==> config.mk <==
export PLATFORM = sky130hd
export DESIGN_NAME = pci_dev_flat
export DESIGN_NICKNAME = d
export VERILOG_FILES = /design/src/hw/pci_pkg.sv /design/src/hw/pci_link_if.sv /design/src/hw/pci_dev.sv /design/src/flat_wrapper.sv
export SDC_FILE = /design/constraint.sdc
export NUM_CORES = 2
export LEC_CHECK = 0
export ABC_AREA = 0
export BUFFER_PORTS_ARGS = -buffer_cell sky130_fd_sc_hd__buf_2
export CAP_MARGIN = 5
export CORE_ASPECT_RATIO = 0.9
export CORE_UTILIZATION = 55
export DETAILED_ROUTE_END_ITERATION = 16
export GPL_TIMING_DRIVEN = 0
export PLACE_DENSITY = 0.75
export SKIP_LAST_GASP = 1
export SLEW_MARGIN = 20
export SYNTH_ARGS = -nofsm -noshare
export SYNTH_HDL_FRONTEND = slang
export SYNTH_SLANG_ARGS = --single-unit
==> constraint.sdc <==
create_clock -name aclk -period 5.7 [get_ports aclk]
set_input_delay 0.57 -clock aclk [delete_from_list [all_inputs] [get_ports aclk]]
set_output_delay 0.57 -clock aclk [all_outputs]
set_load 0.01 [all_outputs]
==> src/hw/pci_pkg.sv <==
package pci_pkg;
	localparam int N_WORDS   = 4;
	localparam int ID_LSB    = 12;
	localparam int RSV_BIT   = 11;
	localparam int SUB_LSB   = 8;
	localparam int N_PARAM   = 8;
	localparam int N_ELEM    = 4;
	// Request identifiers
	localparam logic [3:0] RQ_NONE = 4'h0;
	localparam logic [3:0] RQ_RD   = 4'h1;
	localparam logic [3:0] RQ_WRW  = 4'h2;
	localparam logic [3:0] RQ_WRD  = 4'h3;
	localparam logic [3:0] RQ_DESC = 4'h4;
	localparam logic [3:0] RQ_FRD  = 4'h6;
	localparam logic [3:0] RQ_FWRW = 4'h7;
	localparam logic [3:0] RQ_FWRD = 4'h8;
	localparam logic [3:0] RQ_CNT  = 4'h9;
	// Response identifiers
	localparam logic [3:0] RS_NONE = 4'h0;
	localparam logic [3:0] RS_W    = 4'h1;
	localparam logic [3:0] RS_D    = 4'h2;
	localparam logic [3:0] RS_DESC = 4'h3;
	localparam logic [3:0] RS_FW   = 4'h4;
	localparam logic [3:0] RS_FD   = 4'h5;
	localparam logic [3:0] RS_CNT  = 4'h6;
	localparam logic [3:0] RS_ERR  = 4'h7;
	localparam logic [3:0] RS_AUTH = 4'h8;
	// Error numbers
	localparam logic [15:0] ER_PNU  = 16'h0000;
	localparam logic [15:0] ER_RO   = 16'h0001;
	localparam logic [15:0] ER_SUB  = 16'h0003;
	localparam logic [15:0] ER_TYPE = 16'h0005;
	localparam logic [15:0] ER_DESC = 16'h0007;
	localparam logic [15:0] ER_REQ  = 16'h006A;
	// Parameter attributes, one bit per parameter number, then the page base and the table reset value
	localparam logic [7:0]  PAR_RO_MASK = 8'h01;
	localparam logic [7:0]  PAR_DW_MASK = 8'hF0;
	localparam logic [7:0]  PAGE_BASE   = 8'h00;
	localparam logic [31:0] PAR_RST     = 32'h0000_0000;
	// Controller register byte offsets, then bus response codes
	localparam logic [7:0] OFS_REQ  = 8'h00;
	localparam logic [7:0] OFS_VAL  = 8'h04;
	localparam logic [7:0] OFS_CTRL = 8'h08;
	localparam logic [7:0] OFS_STAT = 8'h0C;
	localparam logic [7:0] OFS_RSP  = 8'h10;
	localparam logic [7:0] OFS_RVAL = 8'h14;
	localparam logic [1:0] RESP_OK  = 2'b00;
	localparam logic [1:0] RESP_ERR = 2'b10;

	typedef logic [N_WORDS-1:0][15:0] pci_chan_t;

	// Identifier field of the header word
	function automatic logic [3:0] pci_id(input logic [15:0] w);
		return w[15:ID_LSB];
	endfunction : pci_id

	// Number field of the header word
	function automatic logic [10:0] pci_pnu(input logic [15:0] w);
		return w[RSV_BIT-1:0];
	endfunction : pci_pnu
endpackage : pci_pkg

==> src/hw/pci_link_if.sv <==
`timescale 1ns/100ps
`default_nettype none
// Word 0 header, word 1 element select, words 2..3 value words (2 = high)
interface pci_link_if;
	import pci_pkg::*;
	logic      req_valid;
	pci_chan_t req_words;
	logic      resp_valid;
	pci_chan_t resp_words;
	modport dev (input req_valid, input req_words, output resp_valid, output resp_words);
	modport ctl (output req_valid, output req_words, input resp_valid, input resp_words);
endinterface : pci_link_if
`default_nettype wire

==> src/hw/pci_dev.sv <==
`timescale 1ns/100ps
`default_nettype none
module pci_dev
	import pci_pkg::*;
(
	input  wire logic        aclk,
	input  wire logic        aresetn,
	input  wire logic        master_ctrl,
	output logic             par_changed,
	output logic [2:0]       par_num,
	output logic [1:0]       par_elem,
	output logic [31:0]      par_value,
	pci_link_if.dev          link
);
	typedef enum logic [1:0] {
		ST_IDLE = 2'b01,
		ST_EXEC = 2'b10
	} pci_state_e;

	typedef struct packed {
		pci_state_e                          state;
		pci_chan_t                           req;
		pci_chan_t                           resp;
		logic                                resp_valid;
		logic                                changed;
		logic [2:0]                          num;
		logic [1:0]                          elem;
		logic [31:0]                         value;
		logic [1:0]                          mc_sync;
		logic [N_PARAM*N_ELEM-1:0][31:0]     mem;
	} pci_dev_s;

	pci_dev_s st_ff;
	pci_dev_s nxt_st;

	// Decoded request fields
	logic [3:0]  rq_id;
	logic [10:0] rq_pnu;
	logic [7:0]  rq_sub;
	logic [7:0]  rq_page;
	logic [2:0]  pidx;
	logic [1:0]  eidx;
	logic [31:0] cur;
	logic        is_dw;
	logic        is_ro;
	logic        bad_pnu;
	logic        bad_sub;

	// Field extraction, shared by all request kinds
	always_comb begin
		rq_id = pci_id(st_ff.req[0]);
		rq_pnu = pci_pnu(st_ff.req[0]);
		rq_sub = st_ff.req[1][15:SUB_LSB];
		rq_page = st_ff.req[1][SUB_LSB-1:0];
		pidx = rq_pnu[2:0];
		eidx = rq_sub[1:0];
		cur = st_ff.mem[{pidx, eidx}];
		is_dw = PAR_DW_MASK[pidx];
		is_ro = PAR_RO_MASK[pidx];
		// Only page zero holds the small parameter table
		bad_pnu = (rq_pnu >= 11'(N_PARAM)) || (rq_page != PAGE_BASE);
		bad_sub = rq_sub >= 8'(N_ELEM);
	end

	// Request decode and execution
	always_comb begin
		nxt_st = st_ff;
		nxt_st.resp_valid = 1'b0;
		nxt_st.changed = 1'b0;
		// Master control is a level from outside; two stages before use
		nxt_st.mc_sync = {st_ff.mc_sync[0], master_ctrl};
		case (st_ff.state)
			ST_IDLE: begin
				// A request only lands while idle; others are dropped
				if (link.req_valid) begin
					nxt_st.req = link.req_words;
					nxt_st.state = ST_EXEC;
				end
			end
			ST_EXEC: begin
				nxt_st.state = ST_IDLE;
				nxt_st.resp_valid = 1'b1;
				nxt_st.resp[1] = st_ff.req[1];
				nxt_st.resp[2] = 16'h0000;
				nxt_st.resp[3] = 16'h0000;
				// Response header echoes the number, reserved bit low
				nxt_st.resp[0] = {RS_ERR, 1'b0, rq_pnu};
				case (rq_id)
					RQ_NONE: begin
						nxt_st.resp[0] = {RS_NONE, 1'b0, rq_pnu};
					end
					RQ_RD, RQ_FRD, RQ_DESC, RQ_CNT,
					RQ_WRW, RQ_WRD, RQ_FWRW, RQ_FWRD: begin
						if (bad_pnu) begin
							nxt_st.resp[2] = ER_PNU;
						end else if ((rq_id == RQ_WRW || rq_id == RQ_WRD
								|| rq_id == RQ_FWRW || rq_id == RQ_FWRD)
								&& !st_ff.mc_sync[1]) begin
							// No authority: answer 8, value words left zero
							nxt_st.resp[0] = {RS_AUTH, 1'b0, rq_pnu};
						end else if (rq_id == RQ_CNT) begin
							nxt_st.resp[0] = {RS_CNT, 1'b0, rq_pnu};
							nxt_st.resp[3] = 16'(N_ELEM);
						end else if (rq_id == RQ_DESC) begin
							// Element 0: double-word flag, element 1: read-only flag
							if (rq_sub > 8'h01) begin
								nxt_st.resp[2] = ER_SUB;
							end else begin
								nxt_st.resp[0] = {RS_DESC, 1'b0, rq_pnu};
								nxt_st.resp[3] = {15'h0000, eidx[0] ? is_ro : is_dw};
							end
						end else if (bad_sub) begin
							nxt_st.resp[2] = ER_SUB;
						end else if (rq_id == RQ_RD || rq_id == RQ_FRD) begin
							// Pair 1/6 does the same access; only the code differs
							if (is_dw) begin
								nxt_st.resp[0] = {(rq_id == RQ_FRD) ? RS_FD : RS_D, 1'b0,
									rq_pnu};
								nxt_st.resp[2] = cur[31:16];
								nxt_st.resp[3] = cur[15:0];
							end else begin
								nxt_st.resp[0] = {(rq_id == RQ_FRD) ? RS_FW : RS_W, 1'b0,
									rq_pnu};
								nxt_st.resp[3] = cur[15:0];
							end
						end else if (is_ro) begin
							nxt_st.resp[2] = ER_RO;
						end else if ((rq_id == RQ_WRD || rq_id == RQ_FWRD) != is_dw) begin
							// Value width must match the parameter's type
							nxt_st.resp[2] = ER_TYPE;
						end else begin
							nxt_st.changed = 1'b1;
							nxt_st.num = pidx;
							nxt_st.elem = eidx;
							if (is_dw) begin
								nxt_st.value = {st_ff.req[2], st_ff.req[3]};
								nxt_st.resp[2] = st_ff.req[2];
							end else begin
								nxt_st.value = {16'h0000, st_ff.req[3]};
							end
							nxt_st.resp[3] = st_ff.req[3];
							nxt_st.mem[{pidx, eidx}] = nxt_st.value;
							case (rq_id)
								RQ_WRW:  nxt_st.resp[0] = {RS_W, 1'b0, rq_pnu};
								RQ_WRD:  nxt_st.resp[0] = {RS_D, 1'b0, rq_pnu};
								RQ_FWRW: nxt_st.resp[0] = {RS_FW, 1'b0, rq_pnu};
								RQ_FWRD: nxt_st.resp[0] = {RS_FD, 1'b0, rq_pnu};
								default: nxt_st.resp[0] = {RS_ERR, 1'b0, rq_pnu};
							endcase
						end
					end
					default: begin
						// Unsupported identifier
						nxt_st.resp[2] = ER_REQ;
					end
				endcase
			end
			default: begin
				nxt_st.state = ST_IDLE;
			end
		endcase
	end

	// State register; parameter table clears on reset
	always_ff @(posedge aclk) begin
		if (!aresetn) begin
			st_ff <= '0;
			st_ff.state <= ST_IDLE;
			st_ff.mem <= {(N_PARAM*N_ELEM){PAR_RST}};
		end else begin
			st_ff <= nxt_st;
		end
	end

	// Outputs straight from the state register
	assign link.resp_valid = st_ff.resp_valid;
	assign link.resp_words = st_ff.resp;
	assign par_changed = st_ff.changed;
	assign par_num = st_ff.num;
	assign par_elem = st_ff.elem;
	assign par_value = st_ff.value;
endmodule : pci_dev
`default_nettype wire

==> src/flat_wrapper.sv <==
// flat-port wrapper written by rule: the top's interface ports become plain ports
module pci_dev_flat import pci_pkg::*;
  (aclk, aresetn, master_ctrl, par_changed, par_num, par_elem, par_value, link_req_valid, link_req_words, link_resp_valid, link_resp_words);
  pci_link_if link_i ();
  input  wire logic aclk;
  input  wire logic aresetn;
  input  wire logic master_ctrl;
  output logic par_changed;
  output logic [2:0] par_num;
  output logic [1:0] par_elem;
  output logic [31:0] par_value;
  input wire logic [$bits(link_i.req_valid)-1:0] link_req_valid;
  input wire logic [$bits(link_i.req_words)-1:0] link_req_words;
  output wire logic [$bits(link_i.resp_valid)-1:0] link_resp_valid;
  output wire logic [$bits(link_i.resp_words)-1:0] link_resp_words;
  assign link_i.req_valid = link_req_valid;
  assign link_i.req_words = link_req_words;
  assign link_resp_valid = link_i.resp_valid;
  assign link_resp_words = link_i.resp_words;
  pci_dev u_core (.aclk(aclk), .aresetn(aresetn), .master_ctrl(master_ctrl), .par_changed(par_changed), .par_num(par_num), .par_elem(par_elem), .par_value(par_value), .link(link_i));
endmodule
**After elaboration in Yosys (flattened, before gate mapping)**

Memory sizes are Yosys's and may differ from the RTL's. A register that Yosys moved wholly into a read port is not among the register bits.
Cells that the tools add are included.

- Register bits: 1,195
- Bits in read-only memories: 16
- Bits of input ports: 68
- Output and inout bits: 103
- Word-level logic and storage cells: 159
- Memories: 2

- Magnitude comparators: 6
- Eq/ne operators: 11
- Mux-type cells: 66
- Bitwise gates (word level): 11
- Reduce and logical (&&, ||, !) cells: 16

Memory list:

| name | words | bits a word | rd ports | clocked after Yosys merged registers in | write ports | line | source |
|---|---|---|---|---|---|---|---|
| (name not given) | 8 | 1 | 1 | 1 | 0 | pci_dev.sv:59 | `is_ro = PAR_RO_MASK[pidx];` |
| (name not given) | 8 | 1 | 1 | 1 | 0 | pci_dev.sv:58 | `is_dw = PAR_DW_MASK[pidx];` |

Operators with widths:

| cell | number |
|---|---|
| bitwise mux 1024 bit | 1 |
| two-way mux 32 bit | 16 |
| two-way mux 16 bit | 22 |
| two-way mux 38 bit | 9 |
| binary-select mux 32 bit (select 5 bit) | 1 |
| demux 32 bit (select 5 bit) | 1 |
| case mux 16 bit (2 select lines) | 2 |
| case mux 15 bit (4 select lines) | 1 |
| two-way mux 39 bit | 1 |
| two-way mux 3 bit | 6 |
| two-way mux 15 bit | 1 |
| == test 4 x 3 -> 1 bit (second input constant) | 3 |
| greater-or-equal comparator 11 x 4 -> 1 bit (second input constant) | 1 |
| NOT 1 bit | 11 |
| AND reduction 10 bit | 1 |
| OR reduction 10 bit | 1 |
| == test 4 x 2 -> 1 bit (second input constant) | 2 |
| == test 4 bit (second input constant) | 2 |
| greater-or-equal comparator 8 x 3 -> 1 bit (second input constant) | 1 |
| > comparator 8 x 1 -> 1 bit (second input constant) | 1 |
| nonzero test 8 bit | 1 |
| OR reduction 8 bit | 1 |
| logical OR 1 bit | 6 |
| < comparator 5 x 6 -> 1 bit (second input constant) | 1 |
| 12 further kinds | 17 |

**Depth between registers and ports, before layout**

- Word-level depth: 23
- Gate-level depth with buffers: 11
- Mapped depth without buffers: 8

**Worst setup path before layout**

OpenSTA, ideal clock, no wires.

- Path kind: register to register
- From: register u_core.st_ff, in the netlist u_core.rq_sub[2]
- To: register u_core.st_ff[1015] (netlist bit)
- Library setup time: 0.128 ns
- Data arrival time: 2.407 ns
- Required time: 5.572 ns
- Path slack: 3.166 ns
- Cell stages (with the launch flop): 10
- Path buffers: 3
- Clock period less this slack: 2.534 ns
- Cell sequence: dfxtp_1 > or4_4 > or3_4 > a2111oi_4 > buf_6 > buf_12 > nand4_4 > buf_6 > nand3_1 > o21ai_1

- Cells in the longest elaborated chain, start to end: 3

RTL lines:

| element | line | source |
|---|---|---|
| from (decl) | pci_dev.sv:33 | `pci_dev_s st_ff;` |
| from (signal assigned) | pci_dev.sv:171 | `st_ff <= nxt_st;` |
| greater-or-equal comparator 8 x 3 -> 1 bit | pci_dev.sv:62 | `bad_sub = rq_sub >= 8'(N_ELEM);` |
| NOT 1 bit (no source line) | n/a |  |
| AND reduction 10 bit (no source line) | n/a |  |

Every way passes these cells.
A chain may end at the register's enable or synchronous reset.

**Worst setup path in the final report**

- From: register u_core.st_ff, in the netlist u_core.eidx[0]
- To: register u_core.st_ff, in the netlist u_core.link.resp_words[43]

- Cells in the longest elaborated chain, start to end: 10
- Elaborated cells between the ends (all ways): 11
- Classes of those cells: 1 x order compare; 10 x mux

RTL lines:

| element | line | source |
|---|---|---|
| binary-select mux 32 bit (select 5 bit) | pci_dev.sv:57 | `cur = st_ff.mem[{pidx, eidx}];` |
| two-way mux 32 bit (implied by the code) | pci_dev.sv:57 |  |
| two-way mux 16 bit | pci_dev.sv:116 | `if (is_dw) begin` |
| two-way mux 32 bit | pci_dev.sv:114 | `end else if (rq_id == RQ_RD \|\| rq_id == RQ_FRD) begin` |
| two-way mux 16 bit (*) | pci_dev.sv:112 | `end else if (bad_sub) begin` |
| two-way mux 32 bit (*) | pci_dev.sv:104 | `end else if (rq_id == RQ_DESC) begin` |
| two-way mux 16 bit (*) | pci_dev.sv:101 | `end else if (rq_id == RQ_CNT) begin` |
| two-way mux 32 bit (*) | pci_dev.sv:96 | `end else if ((rq_id == RQ_WRW \|\| rq_id == RQ_WRD` |
| two-way mux 16 bit (*) | pci_dev.sv:94 | `if (bad_pnu) begin` |
| case mux 16 bit (2 select lines) (*) | pci_dev.sv:88 | `case (rq_id)` |

Every way passes the cells marked *; elsewhere a longest branch is shown, timed or not. The select of a mux whose other input is x is not followed.

==> summary.txt <==
Global route
  • Gr usage total: 0.5005
  • Vias in the first global route: around 43k
  • Remaining global-route overflow: 0
  • Initial antenna violation count: 14
  • Pin count of the biggest net entering global routing: 18
  • Global-route wire length before repair: 325300 um

Synth
  • EDFF count, synth: 0
  • Post-synth top area share: 0.4789
  • Ys flop type: dfxtp_1
  • Mapped Cells: 5540
  • Top area cells in the synthesized netlist: dfxtp_1 48%, nand3_1 11%, o21ai_1 11%, mux2i_1 4.9%, mux2_2 4.2%
  • Syn Nets: 5609
  • Seq/Total Area, Yosys: 0.4789
  • Synth warn: 0
  • Post-Syn Area per Cell: around 9 sq um
  • Netlist cell types: 69
  • Area of the mapped netlist: 0.04996 sq mm
  • Async set or reset register ratio after synthesis: 0
  • Top cell type by total area after synthesis: dfxtp_1
  • #FFs+latches synth: 1195

STA
  • Final worst slack: -0.2313 ns
  • Final-report max-slew violation count: 0
  • Finish-stage setup viols: 3
  • Fin crit period: 5.931 ns
  • Worst rel slew slack: 0.09409
  • Final Hold Vio Count: 0
  • Setup repair after global routing missed its margin: false
  • Measured slew at the worst slew-check pin: 1.359 ns
  • Final period util: 1.041
  • Clk_skew: ~0.019 ns
  • Max Clk Rate: roughly 0.17 GHz

Floorplanning
  • Die Ht: 287.9 um
  • DIE AREA: 0.09204 sq mm
  • Core Footprint: roughly 0.09 sq mm
  • Cell Rows: about 100
  • Die W: 319.7 um
  • I/O Pins: 171
  • Initial core utilization: 0.5572

Worst hold path
  • Hold path start: master_ctrl
  • Hold path depth: 2
  • WHS Endpoint: u_core.nxt_st[1025]$_SDFF_PN0_
  • Hold crit path type: input port to flip-flop

Cells and area
  • Area grow syn2layout: 13.13%
  • # fillers: 7828
  • Final cell utilization of the core: 0.6304
  • Post-layout nets: 5898
  • Layout cell share with drive strength beyond 1: 0.1645
  • Non-Filler Instances: 7104

Worst setup path
  • Startpoint types: flip-flop
  • Most frequent CP cell: buf_2
  • Critical R2R Capture: u_core.link.resp_words[43]$_SDFFE_PN0P_
  • Worst Setup End Kind: flip-flop
  • Worst-case reg-to-reg path depth: 11
  • Crit-path max cell delay: 0.85 ns
  • Crit path arrival time: 6.50 ns
  • Worst reg2reg setup slack: -0.23 ns
  • CP max FO: 10
  • Critical path cell sequence: clkbuf_1 > buf_2 > buf_2 > buf_1 > buf_2 > mux2i_1 > o22ai_1 > nor4_2 > nand2_1 > nand2_1 > a31oi_1
  • Launching point of the worst reg2reg path: u_core.eidx[0]$_SDFFE_PN0P_
  • Worst Setup SP: u_core.eidx[0]$_SDFFE_PN0P_
  • Required time of the critical path: around 6.3 ns
  • Worst path slowest cell: nor4_2
  • Setup CP Type: flip-flop to flip-flop

Clocking
  • Root Driver: clkbuf_16
  • Post_cts resized: 0
  • CTS sink cnt: 1195
  • Clk_lat worst skew: between 0.7 and 0.8 ns
  • Clk pin slew, worst setup/hold paths: around 0.070 ns
  • Clock buffer count from CTS: 118
  • H-tree depth: 3
  • Cts hold-fix bufs: 0
  • CTS tree: done
  • Clock Path Buffers: 3
  • Post-CTS setup buffers: 0

Pwr
  • Power Dens Cells: around 320 mW/mm^2
  • VDD IR max: between 0.0002 and 0.0003 V
  • Leak Pwr: around 0.020 uW

Drt
  • Met3 Wirelength: 40820 um
  • WL met1: 91250 um
  • Number of vias per cell: 6.794
  • Via Count: about 48k
  • DRT iter0 DRCs: approximately 7.5k
  • # DRC: 0
  • Wire per inst: approximately 34 um
  • Wirelength, routed: roughly 240000 um
  • Post-route ant nets: 0
  • Initial DRT Pass Iterations: 8
  • Met2 Routed Length: 93280 um
  • Max layer used: met5

Place
  • Hpwl dp: 179700 um
  • IO buf count: 168
  • RePlAce Congestion: approximately 1.1
  • Cell count after placement: between 6k and 7k

Status
  • Outcome: complete, but fails checks
  • Failing checks: negative setup slack

Job
  • Max Cap Violations: 0
worst max-delay path by stage:
stage | end | slack, ns | cells after the start
detailed placement | u_core.link.resp_words[45]$_SDFFE_PN0P_ | 0.21 | 11
CTS | u_core.link.resp_words[45]$_SDFFE_PN0P_ | 0.17 | 11
global placement | u_core.link.resp_words[46]$_SDFFE_PN0P_ | 0.12 | 11
floorplan | u_core.st_ff[1015]$_SDFFE_PN0P_ | 3.17 | 9
finish | u_core.link.resp_words[43]$_SDFFE_PN0P_ | -0.23 | 11
global route | u_core.link.resp_words[45]$_SDFFE_PN0P_ | 0.11 | 11
cell usage in the layout (no fill, tap or decap), types with 15 or more instances in the layout:
cell       instances
dfxtp_1         1195
nand3_1         1059
o21ai_1         1049
nand2_1          331
buf_2            289
clkbuf_1         255
mux2i_1          245
o22ai_1          233
mux2_2           186
a21oi_1          155
buf_1            122
clkbuf_16        119
buf_6            110
buf_4            105
nor2_1            56
nor4_1            49
mux2_1            36
nand4_4           28
clkinv_2          27
clkbuf_8          25
mux4_2            22
nor3_1            19
a31oi_1           17
clkbuf_2          16
bufinv_16         15
routing by layer:
layer,track usage,vias to the layer above
li1,-,20490
met1,0.6452,23460
met2,0.6916,3651
met3,0.2518,647
met4,0.2314,20
met5,0,-
power by group:
part	switching [uW]	leakage [uW]	internal, uW	total (uW)
Clock	3630	0.00207	4870	8500
Combinational	1000	0.00800	267	1270
Sequential	35.8	0.00963	8380	8420
Total	4670	0.0197	13500	18200
sequential cells by signal, summed over array words and instances (netlist names), 2 cells and up:
register and count:
u_core.eidx 2, u_core.link.resp_words 63, u_core.par_elem 2, u_core.par_num 3
u_core.par_value 32, u_core.pidx 3, u_core.rq_id 4, u_core.rq_page 8
u_core.rq_pnu 8, u_core.rq_sub 6, u_core.st_ff 1059
synthesized netlist by cell type, types with 3 or more instances:
cell / n
a2111oi_0: 3
a211oi_1: 5
a21o_1: 8
a21oi_1: 155
a22oi_1: 4
a2bb2oi_1: 7
a31oi_1: 17
and2_1: 5
and3_1: 11
buf_1: 131
buf_12: 3
buf_2: 112
buf_4: 105
buf_6: 109
clkbuf_1: 247
dfxtp_1: 1195
inv_1: 7
mux2_1: 36
mux2_2: 186
mux2i_1: 245
mux4_2: 22
nand2_1: 331
nand2b_1: 4
nand3_1: 1059
nand3b_1: 3
nand4_2: 4
nand4_4: 28
nand4b_1: 5
nand4bb_1: 7
nor2_1: 56
nor2b_1: 8
nor3_1: 19
nor4_1: 52
o211ai_1: 9
o21ai_0: 8
o21ai_1: 1049
o22ai_1: 233
or2_1: 3
or2_2: 4
or3_1: 3
or3b_1: 3
or4_1: 4
or4b_1: 4
cells by family (layout without fill, tap and decap cells):
logic type,Yosys count,after routing,share of synthesized area
and+or+nand+nor,1625,1625,0.1684
AOI/OAI and AO/OA,1511,1511,0.1610
DFF,1195,1195,0.4789
buffers and inverters,715,1107,0.08177
muxes,489,489,0.1090
xor gates and xnor gates,3,3,0.0005260
adders and majority gates,1,1,0.0002504
other,1,7,0.00007506
per-stage QoR:
step / total power, uW / hold WS, ns / setup WS [ns] / setup TNS [ns] / instance area [sq um]
floorplan: 9199 / 0.4119 / 3.166 / 0 / 49960
global placement: 9769 / 0.4175 / 0.1156 / 0 / 52260
detailed placement: 9773 / 0.4217 / 0.2117 / 0 / 52300
CTS: 17990 / 0.06902 / 0.1691 / 0 / 56480
global route: 18390 / 0.09068 / 0.1142 / 0 / 56510
finish: 18180 / 0.08545 / -0.2313 / -0.5497 / 56520
area by class of cell:
class                           instances  area, sq um  area share
Sequential cell                      1195        23920      0.4233
Antenna cell                            6        15.01   0.0002657
Timing Repair Buffer                  169        852.1     0.01508
Clock buffer                          168         3412     0.06037
Inverter                                8        30.03   0.0005313
Multi-Input combinational cell       3630        21970      0.3887
Clock inverter                         55        772.0     0.01366
Buffer                                707         4086     0.07230
Tap cell                             1166         1459     0.02581
critical path, delay by kind of cell (launching register included):
kind,cells,cell delay (ns)
mux,1,0.61
flops,1,0.31
buf+inv,5,3.11
simple gates,3,1.23
compound gates,2,0.45
(Power assumes the default switching activity.)
